## src/rst_seq_defs.svh

```systemverilog
// Offsets, field positions, reset values and timing counts of the sequencer
`ifndef RST_SEQ_DEFS_SVH
`define RST_SEQ_DEFS_SVH

`define OFS_CORE_STATUS 8'h00
`define OFS_POWER_CONTROL 8'h04
`define OFS_IRQ_STATUS 8'h08
`define OFS_IRQ_MASK 8'h0C
`define OFS_CONFIG 8'h10

`define ST_UPPER_MSB 7
`define ST_UPPER_LSB 5
`define ST_WDOG_BIT 4
`define ST_SLEEP_BIT 3
`define ST_LOW_MSB 2
`define PCTL_POWER_ON_BIT 1
`define PCTL_BROWNOUT_BIT 0

`define CFG_OSC_MSB 1
`define CFG_OSC_LSB 0
`define CFG_PWRT_DIS_BIT 2
`define CFG_BOR_EN_BIT 3
`define OSC_RESISTOR_CAP 2'h3

`define STATUS_RESET 8'h18
`define PCTL_RESET 2'h0
`define CFG_RESET 4'h8
`define IRQ_MASK_RESET 5'h00

`define IRQ_POR_BIT 0
`define IRQ_BOR_BIT 1
`define IRQ_PIN_BIT 2
`define IRQ_WDOG_BIT 3
`define IRQ_WAKE_BIT 4

`define PWRUP_DELAY_MS 72
`define DELAY_OSC_HZ 32768
`define PWRUP_TICKS ((`PWRUP_DELAY_MS * `DELAY_OSC_HZ + 999) / 1000)
`define OST_CYCLES 1024

`define RESET_VECTOR 13'h0000
`define IRQ_VECTOR 13'h0004
`define AXI_OKAY 2'h0
`define AXI_SLVERR 2'h2

`endif

```

## src/rst_seq_pkg.sv

```systemverilog
// Types shared by the reset sequencer
package rst_seq_pkg;
   typedef enum logic [2:0] {
      st_supply, st_powerup, st_oscstart, st_pin, st_run, st_sleep
   } seq_state_t;
   typedef enum logic [2:0] {
      cause_none, cause_por, cause_bor, cause_ext_run, cause_ext_sleep,
      cause_wdt, cause_wdt_wake, cause_irq_wake
   } cause_t;
   typedef enum logic [1:0] {init_none, init_full, init_partial} reg_init_t;
endpackage : rst_seq_pkg

```

## src/reset_sequencer.sv

```systemverilog
// Reset sequencing, start-up delays and reset-cause recording
// What this block does
// Delay depends on cause and oscillator type
// Power-on clears power-on flag, sets both
// Brown-out, watchdog reset and wake set flags
// Pin reset in run keeps flags, clears bank
// Pin reset in sleep, irq wake: 1,0
// Resets load zero, wakes continue at next except the R7 case
// Irq wake with global enable takes vector
// Irq wake sets the flags that caused it
// Register init class follows the cause
// Watchdog and sleep flags follow cause
// Unimplemented bits read as zero
// Status bit layout bank, flags, arithmetic
// Oscillator count only in crystal modes
// Brown-out always runs the power-up delay
// Reset held until both delays expire
// Power-up delay counted in delay ticks
//
// Added by the designer: the AXI4-Lite interface to the registers and the register offsets.
`timescale 1ns/1ps
`include "rst_seq_defs.svh"
module reset_sequencer import rst_seq_pkg::*; #(
   parameter logic [15:0] POWERUP_DELAY_TICKS = 16'(`PWRUP_TICKS)
) (
   input wire logic sys_clk_i,
   input wire logic reset_i,
   input wire logic ce_i,
   input wire logic por_i,
   input wire logic brownout_i,
   input wire logic external_reset_pin_n_i,
   input wire logic watchdog_i,
   input wire logic wake_irq_i,
   input wire logic global_irq_enable_i,
   input wire logic sleep_req_i,
   input wire logic [12:0] pc_i,
   input wire logic [7:0] wake_irq_src_i,
   input wire logic [7:0] wake_periph_a_src_i,
   input wire logic [7:0] wake_periph_b_src_i,
   input wire logic delay_osc_i,
   input wire logic [7:0] s_axi_awaddr,
   input wire logic s_axi_awvalid,
   output logic s_axi_awready,
   input wire logic [31:0] s_axi_wdata,
   input wire logic [3:0] s_axi_wstrb,
   input wire logic s_axi_wvalid,
   output logic s_axi_wready,
   output logic [1:0] s_axi_bresp,
   output logic s_axi_bvalid,
   input wire logic s_axi_bready,
   input wire logic [7:0] s_axi_araddr,
   input wire logic s_axi_arvalid,
   output logic s_axi_arready,
   output logic [31:0] s_axi_rdata,
   output logic [1:0] s_axi_rresp,
   output logic s_axi_rvalid,
   input wire logic s_axi_rready,
   output logic core_reset_o,
   output logic sleeping_o,
   output logic pc_load_o,
   output logic [12:0] pc_value_o,
   output reg_init_t reg_init_o,
   output logic [7:0] core_status_o,
   output logic [7:0] irq_flag_set_o,
   output logic [7:0] periph_a_set_o,
   output logic [7:0] periph_b_set_o,
   output logic irq_o
);
   seq_state_t state;
   cause_t cause_now;
   cause_t cause_reg;
   logic wake_seq_reg;
   logic [12:0] pc_target_reg;
   logic pin_high_reg;
   logic [7:0] core_status_reg;
   logic [1:0] power_control_reg;
   logic [3:0] cfg_reg;
   logic [4:0] irq_status_reg;
   logic [4:0] irq_status_next;
   logic [4:0] irq_mask_reg;
   logic [4:0] irq_set;
   logic [7:0] aw_addr_reg;
   logic [7:0] w_data_reg;
   logic w_strb_reg;
   logic wr_go;
   logic rd_clear;
   logic delay_tick;
   logic pwrt_done;
   logic ost_done;
   logic live;
   logic bor_active;
   logic crystal;
   logic [10:0] ost_age_reg;

   function automatic logic [2:0] reg_index(input logic [7:0] addr);
      case (addr)
         `OFS_CORE_STATUS: reg_index = 3'h0;
         `OFS_POWER_CONTROL: reg_index = 3'h1;
         `OFS_IRQ_STATUS: reg_index = 3'h2;
         `OFS_IRQ_MASK: reg_index = 3'h3;
         `OFS_CONFIG: reg_index = 3'h4;
         default: reg_index = 3'h7;
      endcase
   endfunction : reg_index

   function automatic logic is_crystal(input logic [1:0] mode);
      is_crystal = (mode != `OSC_RESISTOR_CAP);
   endfunction : is_crystal

   assign crystal = is_crystal(cfg_reg[`CFG_OSC_MSB:`CFG_OSC_LSB]);
   assign live = (state == st_run) || (state == st_sleep);
   assign bor_active = brownout_i && cfg_reg[`CFG_BOR_EN_BIT];

   edge_tick u_delay_tick (
      .sys_clk_i(sys_clk_i),
      .reset_i(reset_i),
      .ce_i(ce_i),
      .level_i(delay_osc_i),
      .rise_o(delay_tick)
   );

   startup_counter u_pwrt (
      .sys_clk_i(sys_clk_i),
      .reset_i(reset_i),
      .ce_i(ce_i),
      .run_i(state == st_powerup),
      .step_i(delay_tick),
      .limit_i(POWERUP_DELAY_TICKS),
      .done_o(pwrt_done)
   );

   startup_counter u_ost (
      .sys_clk_i(sys_clk_i),
      .reset_i(reset_i),
      .ce_i(ce_i),
      .run_i(state == st_oscstart),
      .step_i(1'b1),
      .limit_i(16'(`OST_CYCLES)),
      .done_o(ost_done)
   );

   // Cause of this cycle, highest priority first
   always_comb begin
      cause_now = cause_none;
      if (por_i) begin
         cause_now = cause_por;
      end else if (bor_active) begin
         cause_now = cause_bor;
      end else if (live && pin_high_reg && !external_reset_pin_n_i) begin
         cause_now = (state == st_sleep) ? cause_ext_sleep : cause_ext_run;
      end else if (live && watchdog_i) begin
         cause_now = (state == st_sleep) ? cause_wdt_wake : cause_wdt;
      end else if (state == st_sleep && wake_irq_i) begin
         cause_now = cause_irq_wake;
      end
   end

   always_ff @(posedge sys_clk_i) begin
      if (reset_i) begin
         pin_high_reg <= 1'b1;
      end else if (ce_i) begin
         pin_high_reg <= external_reset_pin_n_i;
      end
   end

   // Sequencer
   always_ff @(posedge sys_clk_i) begin
      if (reset_i) begin
         state <= st_supply;
         cause_reg <= cause_por;
         wake_seq_reg <= 1'b0;
         pc_target_reg <= `RESET_VECTOR;
      end else if (ce_i) begin
         if (cause_now != cause_none) begin
            cause_reg <= cause_now;
         end
         case (cause_now)
            cause_por, cause_bor: begin
               state <= st_supply;
               wake_seq_reg <= 1'b0;
               pc_target_reg <= `RESET_VECTOR;
            end
            cause_ext_run, cause_ext_sleep, cause_wdt: begin
               state <= st_pin;
               wake_seq_reg <= 1'b0;
               pc_target_reg <= `RESET_VECTOR;
            end
            cause_wdt_wake, cause_irq_wake: begin
               state <= crystal ? st_oscstart : st_run;
               wake_seq_reg <= 1'b1;
               if (cause_now == cause_irq_wake && global_irq_enable_i) begin
                  pc_target_reg <= `IRQ_VECTOR;
               end else begin
                  pc_target_reg <= pc_i + 13'h0001;
               end
            end
            default: begin
               case (state)
                  st_supply: begin
                     if (cause_reg == cause_bor
                         || !cfg_reg[`CFG_PWRT_DIS_BIT]) begin
                        state <= st_powerup;
                     end else begin
                        state <= crystal ? st_oscstart : st_pin;
                     end
                  end
                  st_powerup: begin
                     if (pwrt_done) begin
                        state <= crystal ? st_oscstart : st_pin;
                     end
                  end
                  st_oscstart: begin
                     if (ost_done) begin
                        state <= wake_seq_reg ? st_run : st_pin;
                     end
                  end
                  st_pin: begin
                     if (external_reset_pin_n_i) begin
                        state <= st_run;
                     end
                  end
                  st_run: begin
                     wake_seq_reg <= 1'b0;
                     if (sleep_req_i) begin
                        state <= st_sleep;
                     end
                  end
                  st_sleep: begin
                     state <= st_sleep;
                  end
                  default: begin
                     state <= st_supply;
                  end
               endcase
            end
         endcase
      end
   end

   // Outputs toward the core
   always_ff @(posedge sys_clk_i) begin
      if (reset_i) begin
         core_reset_o <= 1'b1;
         sleeping_o <= 1'b0;
         pc_load_o <= 1'b0;
         pc_value_o <= `RESET_VECTOR;
      end else if (ce_i) begin
         core_reset_o <= !live && !wake_seq_reg;
         sleeping_o <= (state == st_sleep)
                       || (state == st_oscstart && wake_seq_reg);
         pc_load_o <= (state == st_run) && (core_reset_o || sleeping_o);
         pc_value_o <= pc_target_reg;
      end
   end

   // Wake flags and register init class
   always_ff @(posedge sys_clk_i) begin
      if (reset_i) begin
         irq_flag_set_o <= 8'h00;
         periph_a_set_o <= 8'h00;
         periph_b_set_o <= 8'h00;
         reg_init_o <= init_full;
      end else if (ce_i) begin
         if (cause_now == cause_irq_wake) begin
            irq_flag_set_o <= wake_irq_src_i;
            periph_a_set_o <= wake_periph_a_src_i;
            periph_b_set_o <= wake_periph_b_src_i;
         end else begin
            irq_flag_set_o <= 8'h00;
            periph_a_set_o <= 8'h00;
            periph_b_set_o <= 8'h00;
         end
         case (cause_now)
            cause_por, cause_bor: reg_init_o <= init_full;
            cause_ext_run, cause_ext_sleep, cause_wdt: begin
               reg_init_o <= init_partial;
            end
            default: reg_init_o <= init_none;
         endcase
      end
   end

   // Status and power control flags; the hardware cause wins over software
   always_ff @(posedge sys_clk_i) begin
      if (reset_i) begin
         core_status_reg <= `STATUS_RESET;
         power_control_reg <= `PCTL_RESET;
      end else if (ce_i) begin
         if (wr_go && w_strb_reg) begin
            if (reg_index(aw_addr_reg) == 3'h0) begin
               core_status_reg[7:5] <= w_data_reg[7:5];
               core_status_reg[2:0] <= w_data_reg[2:0];
            end
            if (reg_index(aw_addr_reg) == 3'h1) begin
               power_control_reg <= w_data_reg[1:0];
            end
         end
         case (cause_now)
            cause_por: begin
               core_status_reg[7:3] <= 5'h03;
               power_control_reg[`PCTL_POWER_ON_BIT] <= 1'b0;
            end
            cause_bor: begin
               core_status_reg[7:3] <= 5'h03;
               power_control_reg[`PCTL_BROWNOUT_BIT] <= 1'b0;
            end
            cause_ext_run: begin
               core_status_reg[7:5] <= 3'h0;
            end
            cause_ext_sleep: begin
               core_status_reg[7:3] <= 5'h02;
            end
            cause_wdt: begin
               core_status_reg[7:3] <= 5'h01;
            end
            cause_wdt_wake: begin
               core_status_reg[4:3] <= 2'h0;
            end
            cause_irq_wake: begin
               core_status_reg[4:3] <= 2'h2;
            end
            default: begin
            end
         endcase
      end
   end

   always_ff @(posedge sys_clk_i) begin
      if (reset_i) begin
         core_status_o <= `STATUS_RESET;
      end else if (ce_i) begin
         core_status_o <= core_status_reg;
      end
   end

   // Interrupt status: set wins over the clear by read
   always_comb begin
      irq_set = 5'h00;
      irq_set[`IRQ_POR_BIT] = (cause_now == cause_por);
      irq_set[`IRQ_BOR_BIT] = (cause_now == cause_bor);
      irq_set[`IRQ_PIN_BIT] = (cause_now == cause_ext_run)
                              || (cause_now == cause_ext_sleep);
      irq_set[`IRQ_WDOG_BIT] = (cause_now == cause_wdt);
      irq_set[`IRQ_WAKE_BIT] = (cause_now == cause_wdt_wake)
                               || (cause_now == cause_irq_wake);
      irq_status_next = (rd_clear ? 5'h00 : irq_status_reg) | irq_set;
   end

   always_ff @(posedge sys_clk_i) begin
      if (reset_i) begin
         irq_status_reg <= 5'h00;
         irq_o <= 1'b0;
      end else if (ce_i) begin
         irq_status_reg <= irq_status_next;
         irq_o <= |(irq_status_next & irq_mask_reg);
      end
   end

   // Software configuration and mask
   always_ff @(posedge sys_clk_i) begin
      if (reset_i) begin
         cfg_reg <= `CFG_RESET;
         irq_mask_reg <= `IRQ_MASK_RESET;
      end else if (ce_i && wr_go && w_strb_reg) begin
         if (reg_index(aw_addr_reg) == 3'h3) begin
            irq_mask_reg <= w_data_reg[4:0];
         end
         if (reg_index(aw_addr_reg) == 3'h4) begin
            cfg_reg <= w_data_reg[3:0];
         end
      end
   end

   // Bus write channel
   assign wr_go = !s_axi_awready && !s_axi_wready && !s_axi_bvalid;

   always_ff @(posedge sys_clk_i) begin
      if (reset_i) begin
         s_axi_awready <= 1'b1;
         s_axi_wready <= 1'b1;
         s_axi_bvalid <= 1'b0;
         s_axi_bresp <= `AXI_OKAY;
         aw_addr_reg <= 8'h00;
         w_data_reg <= 8'h00;
         w_strb_reg <= 1'b0;
      end else if (ce_i) begin
         if (s_axi_awvalid && s_axi_awready) begin
            aw_addr_reg <= s_axi_awaddr;
            s_axi_awready <= 1'b0;
         end
         if (s_axi_wvalid && s_axi_wready) begin
            w_data_reg <= s_axi_wdata[7:0];
            w_strb_reg <= s_axi_wstrb[0];
            s_axi_wready <= 1'b0;
         end
         if (wr_go) begin
            s_axi_bvalid <= 1'b1;
            s_axi_bresp <= (reg_index(aw_addr_reg) == 3'h7)
                           ? `AXI_SLVERR : `AXI_OKAY;
         end
         if (s_axi_bvalid && s_axi_bready) begin
            s_axi_bvalid <= 1'b0;
            s_axi_awready <= 1'b1;
            s_axi_wready <= 1'b1;
         end
      end
   end

   // Bus read channel
   assign rd_clear = s_axi_arvalid && s_axi_arready
                     && (reg_index(s_axi_araddr) == 3'h2);

   always_ff @(posedge sys_clk_i) begin
      if (reset_i) begin
         s_axi_arready <= 1'b1;
         s_axi_rvalid <= 1'b0;
         s_axi_rdata <= 32'h00000000;
         s_axi_rresp <= `AXI_OKAY;
      end else if (ce_i) begin
         if (s_axi_arvalid && s_axi_arready) begin
            s_axi_arready <= 1'b0;
            s_axi_rvalid <= 1'b1;
            s_axi_rresp <= `AXI_OKAY;
            case (reg_index(s_axi_araddr))
               3'h0: s_axi_rdata <= {24'h000000, core_status_reg};
               3'h1: s_axi_rdata <= {30'h00000000, power_control_reg};
               3'h2: s_axi_rdata <= {27'h0000000, irq_status_reg};
               3'h3: s_axi_rdata <= {27'h0000000, irq_mask_reg};
               3'h4: s_axi_rdata <= {28'h0000000, cfg_reg};
               default: begin
                  s_axi_rdata <= 32'h00000000;
                  s_axi_rresp <= `AXI_SLVERR;
               end
            endcase
         end else if (s_axi_rvalid && s_axi_rready) begin
            s_axi_rvalid <= 1'b0;
            s_axi_arready <= 1'b1;
         end
      end
   end

   // Checking helpers and properties
   always_ff @(posedge sys_clk_i) begin
      if (reset_i) begin
         ost_age_reg <= 11'h000;
      end else if (ce_i) begin
         ost_age_reg <= (state == st_oscstart) ? ost_age_reg + 11'h001
                                               : 11'h000;
      end
   end
endmodule : reset_sequencer

```

## src/startup_counter.sv

```systemverilog
// Down counter that times one start-up interval
`timescale 1ns/1ps
module startup_counter (
   input wire logic sys_clk_i,
   input wire logic reset_i,
   input wire logic ce_i,
   input wire logic run_i,
   input wire logic step_i,
   input wire logic [15:0] limit_i,
   output logic done_o
);
   logic [15:0] count_reg;

   // Reloads whenever idle, so each interval starts from the full limit
   always_ff @(posedge sys_clk_i) begin
      if (reset_i) begin
         count_reg <= 16'h0000;
      end else if (ce_i) begin
         if (!run_i) begin
            count_reg <= limit_i;
         end else if (step_i && count_reg != 16'h0000) begin
            count_reg <= count_reg - 16'h0001;
         end
      end
   end

   assign done_o = run_i && (count_reg == 16'h0000);
endmodule : startup_counter

```

## src/edge_tick.sv

```systemverilog
// Rising-edge detector for the delay oscillator input
`timescale 1ns/1ps
module edge_tick (
   input wire logic sys_clk_i,
   input wire logic reset_i,
   input wire logic ce_i,
   input wire logic level_i,
   output logic rise_o
);
   logic level_reg;

   always_ff @(posedge sys_clk_i) begin
      if (reset_i) begin
         level_reg <= 1'b0;
         rise_o <= 1'b0;
      end else if (ce_i) begin
         level_reg <= level_i;
         rise_o <= level_i && !level_reg;
      end
   end
endmodule : edge_tick

```

## config.mk

```make
export PLATFORM = sky130hd
export DESIGN_NAME = reset_sequencer
export DESIGN_NICKNAME = d
export VERILOG_FILES = /design/src/rst_seq_pkg.sv /design/src/reset_sequencer.sv /design/src/startup_counter.sv /design/src/edge_tick.sv
export VERILOG_INCLUDE_DIRS = /design/src /design/src/src
export SDC_FILE = /design/constraint.sdc
export NUM_CORES = 1
export LEC_CHECK = 0
export BUFFER_PORTS_ARGS = -buffer_cell sky130_fd_sc_hd__buf_2
export CAP_MARGIN = 20
export CORE_MARGIN = 2
export CORE_UTILIZATION = 55
export CTS_BUF_LIST = sky130_fd_sc_hd__clkbuf_4 sky130_fd_sc_hd__clkbuf_8
export DETAILED_ROUTE_END_ITERATION = 8
export MAX_ROUTING_LAYER = met4
export PLACE_DENSITY = 0.84
export SLEW_MARGIN = 5
export SYNTH_ARGS = -nofsm -noshare
export SYNTH_HDL_FRONTEND = slang
export SYNTH_SLANG_ARGS = --single-unit
```

## constraint.sdc

```tcl
create_clock -name sys_clk_i -period 3.1 [get_ports sys_clk_i]
set_clock_uncertainty 0.15 [all_clocks]
set_input_delay 0.465 -clock sys_clk_i [delete_from_list [all_inputs] [get_ports sys_clk_i]]
set_output_delay 0.465 -clock sys_clk_i [all_outputs]
set_load 0.05 [all_outputs]
```

==> qor.txt <==
Setup total negative slack: 0 ns
Status: finished, final reports clean
Ys async rst share: 0%
CP endpoint kind: flop
Vias per Instance: 5.76
Worst setup margin: 0.416 ns
Ant diodes: 0
Layout Nets: 1082
Worst path arrival time: 2.93 ns
Achievable Freq: 0.373 GHz
Pwr/cell area: 505 nW/um^2
Combinational power share: 11.8%
Sequential Power Share: 50.3%
Worst Path Max Fanout: 26
Final Core Density: 65.1%
Clock Latency Late Sink: 0.46 ns
Die area: 14300 sq um
Post_cts resized: 0
Unique masters post-synth: 62
Worst Path Required: 3.35 ns
Switch share: 25.7%
IO Pins: 197
RSZ-0062 raised after global routing: no
Critical Setup Path Class: flop to flop
Global Route Usage Sum: 25.5%
#FFs+latches synth: 162
Routability cong.: 0.888
TritonRoute pass-1 iters: 5
Die height: 120 microns
Post-synth EDFFs: 0
Fin area: 8550 sq um
Initial Utilization: 56.0%
Syn-to-layout area delta: 16.2%
# setup viols final: 0
Number of global-route vias before repair: 6057
Period Utilization, post-route: 86.6%
Post-Synthesis Cells: 849
CP peak stage delay: 0.86 ns
Layout cells sized above 1: 20.9%
Via count: 6689
Worst path bufs/invs: 0
Hold buffers post-CTS: 0
Post-route minimum period: 2.68 ns
Initial antenna violation count: 0
Pleak: 3.72 nW
Startpoint Class: flop
Ys Warns: 0
Sequential fraction of the synthesis area: 44.1%
Clock share of power: 37.8%
Worst slew pin tran: 0.951 ns
Pint: 0.00321 W
Gr ovfl total: 0
Wire length per cell: 15.0 microns
Detail Placement HPWL: 12000 microns
Antenna Violating Nets Remaining: 0
CTS H-tree depth: 4
Slew margin rel.: 36.6%
Floorplan row count: 42
Post-Syn Area: 7350 sq um
Buffer count from post-CTS setup fixing: 0
Tot Pwr: 0.00432 W
Global-route wire length before repair: 29000 microns
Crit-path slowest cell: and3_1
DRC viols: 0
Core ar.: 13100 sq um
TritonCTS clock tree: done
Largest net degree at the start of global routing: 118
Number of port buffers: 143
Max cap viols: 0
Main flop type after synthesis: dfxtp_1
Root Driver: clkbuf_8
Final hold violation count: 0
Clock sinks: 162
Drt first-iter violations: 543
Die width: 120 microns
Clk slew on worst S/H paths: 0.08 ns
CTS Buf Count: 17
Syn avg cell area: 8.66 sq um
Max VDD drop: 0.304 mV
Routed WL: 17500 microns
Sw power: 0.00111 W
Crit-path cells: nand3b_1 > nor3_1 > and3_1 > a32oi_1 > nor2_1
Pre-CTS setup slack: 0.452 ns
Clock Path Buffers: 2
Min-delay worst type: primary input to flop
CP delay by family, top: simple AND/OR/NAND/NOR gates
DP Area: 8130 sq um
Final max-slew violation count: 0
-- synthesized netlist by cell type (all sizes together), types with 14 or more instances --
library cell	instances	area (sq um)
nor4	14	93.8
clkbuf	47	176
buf	31	220
or4	16	120
a32oi	25	219
o31ai	14	105
nand2	78	293
dfxtp	162	3240
o21ai	25	125
a21oi	55	275
nand3	27	135
mux2i	55	551
nor2	116	435
-- logic make-up (layout without fill, tap and decap cells) --
kind of cell / after synthesis / in the layout / synth area share, %
AND/OR/NAND/NOR: 334 / 334 / 22.5
XOR/XNOR: 19 / 19 / 2.26
buffers and inverters: 89 / 201 / 5.95
AO/OA/AOI/OAI: 184 / 184 / 16.8
flip-flops: 162 / 162 / 44.1
other: 1 / 26 / 0.0510
adder cells (fa/ha/maj): 3 / 3 / 0.510
multiplexers: 57 / 57 / 7.84
-- layer usage --
layer,GRT usage (%),part of all wire (%)
met1,33.0,44
met2,40.0,48
met3,5.42,6.0
met4,8.53,2.0
met5,-,0
-- stage by stage --
step | cells | hold slack [ns]
5_1_grt | 1162 | 0.0500
4_1_cts | 1162 | 0.0517
6_report | 1162 | 0.0740
3_3_place_gp | 1131 | 0.296
3_5_place_dp | 1131 | 0.297
2_1_floorplan | 874 | 0.282
-- area by class of cell --
cell class              count  area (sq um)
clock buffers              26           320
clock inverters             5           100
fillers                  1096          4590
inverters                  11          41.3
multi-input cells         623          3770
flip-flops and latches    162          3240
well taps                 176           220
repair buffers            159           851
-- worst register-to-register path: stages (launching register included) --
cell and delay, ns:
dfxtp_1 0.61, nand3b_1 0.20, nor3_1 0.44, and3_1 0.86, a32oi_1 0.25, nor2_1 0.13
-- layout by cell type (no fill, tap or decap), types with 4 or more instances in the layout --
cell	instances
and2_1	5
nand2_1	78
nand3b_1	8
a21oi_1	54
o21ai_0	22
xor2_1	11
buf_4	16
conb_1	26
a211oi_1	4
o31ai_1	14
nand4_1	8
or3b_2	4
buf_2	142
nor3_1	11
or2_2	4
a22o_1	11
a31oi_1	11
inv_1	11
nand2b_1	11
xnor2_1	8
a22oi_1	5
a32oi_1	25
clkbuf_8	20
or3_1	7
nor2_1	116
mux2i_1	55
o211ai_1	6
or4_1	16
nor4_1	13
clkbuf_4	6
nand3_1	27
and3_1	8
dfxtp_1	162
-- path summary, 6_finish.rpt --
path | end | slack (ns) | start | depth (start not counted)
hold reg to reg | s_axi_rdata[7] | 0.31 | s_axi_rdata[7] | 2
setup reg to reg | periph_b_set_o[4] | 0.42 | state[0] | 5
hold / removal | pc_target_reg[0] | 0.07 | pc_i[0] | 2
setup / recovery | periph_b_set_o[4] | 0.42 | state[0] | 5
-- power by group through the flow --
| stage | Combinational [W] | Clock, W | Sequential, W |
|---|---|---|---|
| final | 0.000511 | 0.00163 | 0.00217 |
| after detailed placement | 0.000504 | 0 | 0.00222 |
| after CTS | 0.000507 | 0.00166 | 0.00217 |
| after floorplan | 0.000380 | 0 | 0.00223 |
| after global placement | 0.000498 | 0 | 0.00222 |
| after global routing | 0.000558 | 0.00176 | 0.00218 |
(Power assumes the default switching activity.)
